**src/common/lilc_params.svh**
```systemverilog
// How it works
// - Each input's three-bit function code picks its role: 1 holds the length and 4 resets the length.
// - Each input's polarity bit makes it active on a low level when 0 and on a high level when 1.
// - The input configuration word holds four bits per input at bits 0-3, 4-7 and 8-11, with the function code low and the polarity bit on top.
// - A length reset input kept active for five seconds also clears the reel count.
// - An unconnected input reads high because of its pull-up.
// - The length offset word is signed, counts tenths of the length unit and spans plus or minus 3000.0 units.
// - A factory option switches the offset step to thousandths of the length unit.
// - While any length hold input is active the length freezes unless a reset input is active, and the reported speed is zero, though speed is still measured.
// - The programmed offset is added to the length that is output.
`ifndef LILC_PARAMS_SVH
`define LILC_PARAMS_SVH

`define LILC_CLK_HZ 40000000
`define LILC_ADDR_W 8
`define LILC_DATA_W 16
`define LILC_ADDR_INPUT_CFG 8'h0C
`define LILC_ADDR_LEN_OFFSET 8'h0E
`define LILC_INPUT_CFG_RESET 16'h0000
`define LILC_LEN_OFFSET_RESET 16'h0000
`define LILC_INPUT_CFG_MASK 16'h0FFF
`define LILC_FIELD_W 4
`define LILC_FUNC_W 3
`define LILC_POL_BIT 3
`define LILC_NUM_INPUTS 3
`define LILC_OFFSET_MAX 16'sd30000
`define LILC_OFFSET_MIN (-16'sd30000)
`define LILC_COARSE_SCALE 32'sd100
`define LILC_LEN_W 32
`define LILC_REEL_HOLD_S 5
`define LILC_REEL_HOLD_CYC (`LILC_REEL_HOLD_S * `LILC_CLK_HZ)

`endif

```
**src/common/lilc_pkg.sv**
```systemverilog
package lilc_pkg;
   typedef enum logic [2:0]
   {
      LILC_FN_NONE = 3'h0,
      LILC_FN_HOLD = 3'h1,
      LILC_FN_RESET = 3'h4
   } lilc_func_e;
   typedef logic [15:0] lilc_word_t;
   typedef logic signed [31:0] lilc_len_t;
endpackage

```
**src/core/lilc_input_cond.sv**
```systemverilog
`timescale 1ns/1ps
`default_nettype none
module lilc_input_cond
(
   input wire logic clk,
   input wire logic rst_n,
   input wire logic pin,
   input wire logic pol,
   output logic active
);
   logic s1_reg;
   logic s2_reg;
   logic s3_reg;
   logic level_reg;

   // reset to high, as an open pin would read
   always_ff @(posedge clk)
   begin
      if (!rst_n)
      begin
         s1_reg <= 1'b1;
         s2_reg <= 1'b1;
         s3_reg <= 1'b1;
      end
      else
      begin
         s1_reg <= pin;
         s2_reg <= s1_reg;
         s3_reg <= s2_reg;
      end
   end

   // a change counts only once two stages agree
   always_ff @(posedge clk)
   begin
      if (!rst_n)
         level_reg <= 1'b1;
      else if (s2_reg == s3_reg)
         level_reg <= s3_reg;
   end

   assign active = (level_reg == pol);
endmodule
`default_nettype wire

```
**src/core/lilc_top.sv**
```systemverilog
`timescale 1ns/1ps
`default_nettype none
`include "lilc_params.svh"
module lilc_top
#(
   parameter int unsigned REEL_HOLD_CYCLES = `LILC_REEL_HOLD_CYC,
   parameter bit FINE_OFFSET = 1'b0
)
(
   input wire logic CLK,
   input wire logic RST_N,
   input wire logic FIRST_DIGITAL_IN,
   input wire logic SECOND_DIGITAL_IN,
   input wire logic THIRD_DIGITAL_IN,
   input wire logic CFG_WR,
   input wire logic CFG_RD,
   input wire logic [`LILC_ADDR_W-1:0] CFG_ADDR,
   input wire lilc_pkg::lilc_word_t CFG_WDATA,
   output lilc_pkg::lilc_word_t CFG_RDATA,
   output logic CFG_ACK,
   output logic CFG_ERR,
   input wire logic LEN_STEP,
   input wire logic LEN_STEP_DOWN,
   input wire logic [15:0] SPEED_IN,
   output logic [15:0] SPEED_OUT,
   output lilc_pkg::lilc_len_t LENGTH_OUT,
   output logic HOLD_ACTIVE,
   output logic RESET_ACTIVE,
   output logic REEL_CLEAR
);
   import lilc_pkg::*;

   lilc_word_t input_config_word_reg;
   lilc_word_t length_offset_word_reg;
   lilc_len_t length_acc_reg;
   logic [31:0] reel_cnt_reg;
   logic reel_done_reg;
   logic [`LILC_NUM_INPUTS-1:0] pins;
   logic [`LILC_NUM_INPUTS-1:0] act;
   logic [`LILC_NUM_INPUTS-1:0] is_hold;
   logic [`LILC_NUM_INPUTS-1:0] is_reset;
   logic hold_any;
   logic reset_any;
   logic signed [15:0] wr_off;
   logic signed [15:0] off_clamped;
   lilc_len_t offset_scaled;

   assign pins = {THIRD_DIGITAL_IN, SECOND_DIGITAL_IN, FIRST_DIGITAL_IN};

   genvar gi;
   generate
      for (gi = 0; gi < `LILC_NUM_INPUTS; gi = gi + 1)
      begin : g_in
         lilc_func_e fn;
         // field layout: code low, polarity on top
         assign fn = lilc_func_e'(input_config_word_reg[
            gi*`LILC_FIELD_W +: `LILC_FUNC_W]);
         lilc_input_cond u_cond
         (
            .clk(CLK),
            .rst_n(RST_N),
            .pin(pins[gi]),
            .pol(input_config_word_reg[
               gi*`LILC_FIELD_W + `LILC_POL_BIT]),
            .active(act[gi])
         );
         // other codes fall out of both terms
         assign is_hold[gi] = act[gi] &&
            (fn == LILC_FN_HOLD);
         assign is_reset[gi] = act[gi] &&
            (fn == LILC_FN_RESET);
      end
   endgenerate

   assign hold_any = |is_hold;
   assign reset_any = |is_reset;

   // coarse-step offsets beyond plus or minus 30000 saturate instead of wrapping; fine-step offsets are stored unclamped
   assign wr_off = signed'(CFG_WDATA);
   always_comb
   begin
      off_clamped = wr_off;
      if (!FINE_OFFSET)
      begin
         if (wr_off > `LILC_OFFSET_MAX)
            off_clamped = `LILC_OFFSET_MAX;
         else if (wr_off < `LILC_OFFSET_MIN)
            off_clamped = `LILC_OFFSET_MIN;
      end
   end

   // configuration word writes
   always_ff @(posedge CLK)
   begin
      if (!RST_N)
      begin
         input_config_word_reg <= `LILC_INPUT_CFG_RESET;
         length_offset_word_reg <= `LILC_LEN_OFFSET_RESET;
      end
      else if (CFG_WR)
      begin
         if (CFG_ADDR == `LILC_ADDR_INPUT_CFG)
            input_config_word_reg <=
               CFG_WDATA & `LILC_INPUT_CFG_MASK;
         else if (CFG_ADDR == `LILC_ADDR_LEN_OFFSET)
            length_offset_word_reg <= lilc_word_t'(off_clamped);
      end
   end

   // read-back and access answer, one cycle after the strobe
   always_ff @(posedge CLK)
   begin
      if (!RST_N)
      begin
         CFG_RDATA <= 16'h0000;
         CFG_ACK <= 1'b0;
         CFG_ERR <= 1'b0;
      end
      else
      begin
         CFG_ACK <= CFG_WR | CFG_RD;
         CFG_ERR <= (CFG_WR | CFG_RD) &&
            (CFG_ADDR != `LILC_ADDR_INPUT_CFG) &&
            (CFG_ADDR != `LILC_ADDR_LEN_OFFSET);
         if (CFG_RD && CFG_ADDR == `LILC_ADDR_INPUT_CFG)
            CFG_RDATA <= input_config_word_reg;
         else if (CFG_RD && CFG_ADDR == `LILC_ADDR_LEN_OFFSET)
            CFG_RDATA <= length_offset_word_reg;
         else
            CFG_RDATA <= 16'h0000;
      end
   end

   // length kept in thousandths; reset beats hold
   always_ff @(posedge CLK)
   begin
      if (!RST_N)
         length_acc_reg <= '0;
      else if (reset_any)
         length_acc_reg <= '0;
      else if (!hold_any)
      begin
         if (LEN_STEP && !LEN_STEP_DOWN)
            length_acc_reg <= length_acc_reg + 32'sd1;
         else if (LEN_STEP && LEN_STEP_DOWN)
            length_acc_reg <= length_acc_reg - 32'sd1;
      end
      // frozen while held
   end

   // coarse step is a hundred fine steps
   assign offset_scaled = FINE_OFFSET ?
      lilc_len_t'(signed'(length_offset_word_reg)) :
      lilc_len_t'(signed'(length_offset_word_reg)) *
         `LILC_COARSE_SCALE;

   always_ff @(posedge CLK)
   begin
      if (!RST_N)
      begin
         LENGTH_OUT <= '0;
         SPEED_OUT <= 16'h0000;
         HOLD_ACTIVE <= 1'b0;
         RESET_ACTIVE <= 1'b0;
      end
      else
      begin
         LENGTH_OUT <= length_acc_reg + offset_scaled;
         // speed still tracked upstream, only reporting is gated
         SPEED_OUT <= hold_any ? 16'h0000 : SPEED_IN;
         HOLD_ACTIVE <= hold_any;
         RESET_ACTIVE <= reset_any;
      end
   end

   // long reset hold: one reel clear per continuous hold
   always_ff @(posedge CLK)
   begin
      if (!RST_N)
      begin
         reel_cnt_reg <= 32'h0000_0000;
         reel_done_reg <= 1'b0;
         REEL_CLEAR <= 1'b0;
      end
      else if (!reset_any)
      begin
         reel_cnt_reg <= 32'h0000_0000;
         reel_done_reg <= 1'b0;
         REEL_CLEAR <= 1'b0;
      end
      else if (!reel_done_reg &&
         reel_cnt_reg >= REEL_HOLD_CYCLES - 32'd1)
      begin
         reel_done_reg <= 1'b1;
         REEL_CLEAR <= 1'b1;
      end
      else
      begin
         REEL_CLEAR <= 1'b0;
         if (!reel_done_reg)
            reel_cnt_reg <= reel_cnt_reg + 32'd1;
      end
   end
endmodule
`default_nettype wire

```
**config.mk**
```make
export PLATFORM = sky130hd
export DESIGN_NAME = lilc_top
export DESIGN_NICKNAME = d
export VERILOG_FILES = /design/src/common/lilc_pkg.sv /design/src/core/lilc_input_cond.sv /design/src/core/lilc_top.sv
export VERILOG_INCLUDE_DIRS = /design/src /design/src/common
export SDC_FILE = /design/constraint.sdc
export NUM_CORES = 1
export LEC_CHECK = 0
export BUFFER_PORTS_ARGS = -buffer_cell sky130_fd_sc_hd__buf_2
export CAP_MARGIN = 25
export CORE_MARGIN = 5
export CORE_UTILIZATION = 50
export DETAILED_ROUTE_END_ITERATION = 10
export PLACE_DENSITY = 0.72
export SYNTH_ARGS = -nofsm -noshare
export SYNTH_HDL_FRONTEND = slang
export SYNTH_SLANG_ARGS = --single-unit
```
**constraint.sdc**
```tcl
create_clock -name CLK -period 6.5 [get_ports CLK]
set_input_delay 0.975 -clock CLK [delete_from_list [all_inputs] [get_ports CLK]]
set_output_delay 0.975 -clock CLK [all_outputs]
set_load 0.005 [all_outputs]
```
Yosys cells after proc, flatten, opt, wreduce, memory -nomap -nowiden. Cells that the tools add are included. W data, S select, Z words.

$add $sub $neg: 4. Multipliers: 1. $lt $le $gt $ge: 3. Equality and inequality tests: 16. Mux-type cells: 7. Bitwise operators: 7. Reduce and logical (&&, ||, !) cells: 26.

Operators with widths (number): $mux W32 (2); $add A32 B1 Y32 const B (1); $add A32 B2 Y32 const B (1); $add A32 B24 Y32 (1); $ge A32 B28 Y1 const B (1); $mux W16 (2); $sub A32 B2 Y32 const B (1); $mux W12 (2); $mul A16 B6 Y22 const B (1); $eq A8 B4 Y1 const B (2); $gt A16 B16 Y1 const B (1); $lt A16 B16 Y1 const B (1); $ne A8 B4 Y1 const B (2); $logic_and A1 B1 Y1 (13); $eq A3 B1 Y1 const B (3); $eq A3 B3 Y1 const B (3); $reduce_or A3 Y1 (3); $reduce_and A2 Y1 (4); $reduce_or A4 Y1 (2); $eq A1 B1 Y1 (6); $not A1 Y1 (6); $reduce_and A3 Y1 (1); $logic_not A1 Y1 (2); $reduce_bool A2 Y1 (1); 2 further kinds (2).

Register bits: 174. Bits of input ports: 49. Output and inout port bits: 69. Word-level logic and storage cells: 90.

Logic depth before layout (Yosys ltp).
Word-level depth: 5. Gate-level depth with buffers: 23.

By module. From an unflattened synthesis, not the netlist that was laid out.

Cell total of the unflattened synthesis: 1178. Area, all modules: 10520.1 um^2.

By module, submodules not included: lilc_top (instances 1, cells an instance 1145, area an instance 10156.0 um^2, seq. area each 3243.1 um^2); lilc_input_cond (instances 3, cells an instance 11, area an instance 121.4 um^2, seq. area each 80.1 um^2).

Least setup slack after synthesis. Ideal clock, no wire load.

Path kind: register to register. From: register length_offset_word_reg[1]. To: register LENGTH_OUT[31]. Setup time: 0.128 ns. Arrival: 5.137 ns. Required time: 6.372 ns. Setup slack: 1.235 ns. Cell stages (with the launch flop): 23. Path buffers: 0. Period minus slack after synthesis: 5.265 ns. Path through: dfxtp_1 > ha_1 > fa_1 > ha_1 > ha_1 > inv_1 > fa_1 > nor2b_1 > o2111ai_1 > and3_1 > nor3_1 > o31a_1 > nor4_1 > nor3_1 > ha_1 > a311oi_1 > nand2_1 > o22ai_1 > o31a_1 > a31oi_1 > xnor2_1 > xnor2_1 > nor2_1.

Longest elaborated chain between the ends: 2.

Ends and longest elaborated chain: start: declaration (line lilc_top.sv:34) `lilc_word_t length_offset_word_reg;`; start signal: assignment (line lilc_top.sv:98) `` length_offset_word_reg <= `LILC_LEN_OFFSET_RESET; ``; start signal: assignment (line lilc_top.sv:106) `length_offset_word_reg <= lilc_word_t'(off_clamped);`; $mul A16 B6 Y22 (no source line); $add A32 B24 Y32 (line lilc_top.sv:168) `LENGTH_OUT <= length_acc_reg + offset_scaled;`; end signal: assignment (line lilc_top.sv:168); end: declaration (line lilc_top.sv:26) `output lilc_pkg::lilc_len_t LENGTH_OUT,`.

No other way between the ends. A chain may end at the register's enable or synchronous reset.

Worst setup path after layout. Ends and elaborated chain as after synthesis.

==> metrics.csv <==
stage;metric;value;unit
status;outcome;finished, final reports clean;
critical_path;timing.critical_path.required;6.79;ns
critical_path;worst-setup-path-type;reg2reg;
synth;yosys.cell_count.top_type;sky130_fd_sc_hd__dfxtp_1;
clock_network;postCtsResizedCells;0;
clock_network;clk_pin_slew_worst_paths;0.07;ns
sta;final.min_clock_period;5.40;ns
synth;synthesis.area;10400;µm²
synth;register_area_share_after_synthesis;0.335;
global_route;grt_max_degree;48;
route;ant_nets;0;
clock_network;clock_sink_count;174;
critical_path;end_kind;flip-flop;
route;dr_total_vias;8863;
finish;multi_input_combinational_cell_area;6670;µm²
global_route;antenna_found_initial;0;
route;postRouteWirelength;24300;µm
finish;synthToLayoutAreaGrowth;13.7;%
critical_path;critical_path_peak_fanout;10;
clock_network;clock_latency;0.44;ns
synth;synth_cells;1191;
global_route;overflow_left_after_global_routing;0;
power_and_ir_drop;p_per_area;282;nW/µm²
floorplan;die_height;154;µm
power_and_ir_drop;ir_worst_vdd;0.000175;V
sta;setup_slack;1.10;ns
clock_network;tritoncts;yes;
flow_run;max_cap_violations;0;
critical_path;crit_path_top_delay_cell;sky130_fd_sc_hd__fa_1;
critical_path;setup.reg_to_reg.worst_slack;1.10;ns
synth;ys_seq_elements;174;
finish;final_nets;1477;
global_route;grtUsageTotal;0.204;
floorplan;num_rows;52;
clock_network;clock_root_buffer;sky130_fd_sc_hd__clkbuf_16;
clock_network;cts-htree-levels;4;
sta;hold_viol;0;
finish;share_of_layout_cells_above_drive_strength_1;0.134;
synth;synth-edff-count;0;
finish;regArea;3480;µm²
clock_network;max-clock-path-buffers;2;
sta;timing.final.max_slew_violations;0;
sta;worst_pin_slew;0.917;ns
power_and_ir_drop;static-leakage-power;0.00553;µW
synth;synth_area_leaders;sky130_fd_sc_hd__dfxtp_1 (34%), sky130_fd_sc_hd__ha_1 (14%), sky130_fd_sc_hd__nor2_1 (4.9%), sky130_fd_sc_hd__a21oi_1 (4.6%), sky130_fd_sc_hd__xnor2_1 (3.6%);
route;detailedRoute.firstPassIterationCount;5;
route;viasPerCell;5.60;
place;gp_congestion;0.865;
sta;unrepaired_setup_endpoints_after_global_routing;false;
floorplan;ios;118;
synth;netlist.area_leader.share;0.335;
route;drcViolationCount;0;
finish;num_antenna_cells;0;
clock_network;post-cts-setup-buffer-count;0;
hold_path;hold_path_class;reg2reg;
sta;setup_viol;0;
route;drt-wirelength-per-cell;15.4;µm
floorplan;fp.dieArea;23800;µm²
finish;final.fill_count;1795;
synth;synthTopCellsByCount;sky130_fd_sc_hd__dfxtp_1 (174), sky130_fd_sc_hd__nor2_1 (136), sky130_fd_sc_hd__ha_1 (113);
critical_path;cp_max_stage_delay;0.47;ns
synth;synth-async-reset-ratio;0;
floorplan;initial_utilization;0.510;
sta;timing.final.crit_share;0.830;
synth;largest_area_contributor_in_the_netlist;sky130_fd_sc_hd__dfxtp_1;
sta;achievable-frequency;0.185;GHz
critical_path;worst_path_arrival_time;5.68;ns
global_route;grt_pass1_wl;40600;µm
synth;ys.flop_type;sky130_fd_sc_hd__dfxtp_1;
critical_path;critical_path.cell_chain;ha_1 > fa_1 > ha_1 > ha_1 > inv_1 > fa_1 > nor2b_1 > o2111ai_1 > and3_1 > nor3_1 > o31a_1 > and4_1 > nor3_1 > buf_4 > ha_1 > a311oi_1 > nand2_1 > o22ai_1 > o31a_1 > a31oi_1 > xnor2_1 > xnor2_1 > nor2_1;
place;dp.final_hpwl;18200;µm
synth;synth_fp_nets;1369;
synth;synthesis.area_per_instance;8.73;µm²
place;io_buffer_count;117;
power_and_ir_drop;final_total_pwr;3340;µW
critical_path;start_kind;flip-flop;
clock_network;cts_hold_bufs;0;
global_route;via_count_of_the_first_global_routing_pass;8365;
floorplan;placeableCoreArea;20400;µm²
synth;synth.distinct_cells;69;
sta;worst_slew_margin_rel;0.389;
sta;fin_setup_tns;0;ns
clock_network;number_of_buffers_added_by_the_clock_tree_synthesis_step;17;
synth;synth.yosys.warnings;0;
place;dp_slack;1.15;ns
sta;final.setup_skew;0.0111;ns
floorplan;die_width;154;µm
critical_path;crit_path_frequent_cell;sky130_fd_sc_hd__ha_1;
route;dr.first_iter.drc_count;472;
-- through the flow --
stage | utilization | std cells | instance area, µm² | hold slack, ns
finish | 0.580 | 1582 | 11800 | 0.411
global route | 0.580 | 1582 | 11800 | 0.440
CTS | 0.580 | 1582 | 11800 | 0.416
detailed placement | 0.552 | 1550 | 11200 | 0.396
global placement | 0.552 | 1550 | 11200 | 0.403
floorplan | - | 1191 | 10400 | 0.386
-- area by class of cell --
type,instances,area share
flip-flops and latches,174,0.295
inverters,29,0.00921
repair buffers,124,0.0540
clock buffers,18,0.0372
well taps,270,0.0286
multi-input cells,953,0.564
clock inverters,14,0.0120
-- kinds of logic (layout without fill, tap and decap cells) --
logic type / count (synthesis) / after routing / share of synthesized area
AOI/OAI and AO/OA: 284 / 284 / 0.183
xor gates and xnor gates: 79 / 79 / 0.0666
adders and majority gates: 129 / 129 / 0.167
buffers and inverters: 64 / 185 / 0.0232
DFF: 174 / 174 / 0.335
muxes: 18 / 18 / 0.0175
and+or+nand+nor: 443 / 443 / 0.208
-- per-layer routing --
metal / track usage / share of wire / up-vias
li1: - / - / 4522
met1: 0.271 / 0.47 / 4109
met2: 0.336 / 0.46 / 192
met3: 0.0388 / 0.045 / 40
met4: 0.0652 / 0.024 / 0
met5: 0 / 0 / -
-- where the power goes --
group,internal [µW],switching [µW],leakage [µW]
clock,521,485,0.000288
sequential,1170,81.2,0.00142
combinational,469,613,0.00382
total,2160,1180,0.00553
-- cell usage in the layout (no fill, tap or decap), drive strengths merged, types with 23 or more instances in the layout --
cell type / netlist / layout
xor2: 36 / 36
nand2: 100 / 100
inv: 29 / 37
nor2: 139 / 139
nor3: 35 / 35
nand3: 36 / 36
ha: 113 / 113
o21ai: 49 / 49
nand2b: 23 / 23
and3: 29 / 29
xnor2: 43 / 43
dfxtp: 174 / 174
buf: 3 / 124
a21oi: 95 / 95
-- critical path: cells and delay by family (launching register included) --
family / cells / cell delay [ns]
AND/OR/NAND/NOR: 7 / 1.06
XOR/XNOR: 2 / 0.37
AO/OA/AOI/OAI: 6 / 1.12
buffers and inverters: 2 / 0.25
flip-flops: 1 / 0.45
adder cells (fa/ha/maj): 6 / 1.98
-- path summary, 6_finish.rpt --
path                                                              from                               end  depth (start not counted)
worst max-delay path            length_offset_word_reg[1]$_SDFFE_PN0P_         LENGTH_OUT[31]$_SDFF_PN0_                         23
worst min-delay path                  g_in[2].u_cond.s1_reg$_SDFF_PN1_  g_in[2].u_cond.s2_reg$_SDFF_PN1_                          1
worst max register to register  length_offset_word_reg[1]$_SDFFE_PN0P_         LENGTH_OUT[31]$_SDFF_PN0_                         23
worst min register to register        g_in[2].u_cond.s1_reg$_SDFF_PN1_  g_in[2].u_cond.s2_reg$_SDFF_PN1_                          1
Power figures use the tool's default switching activity.
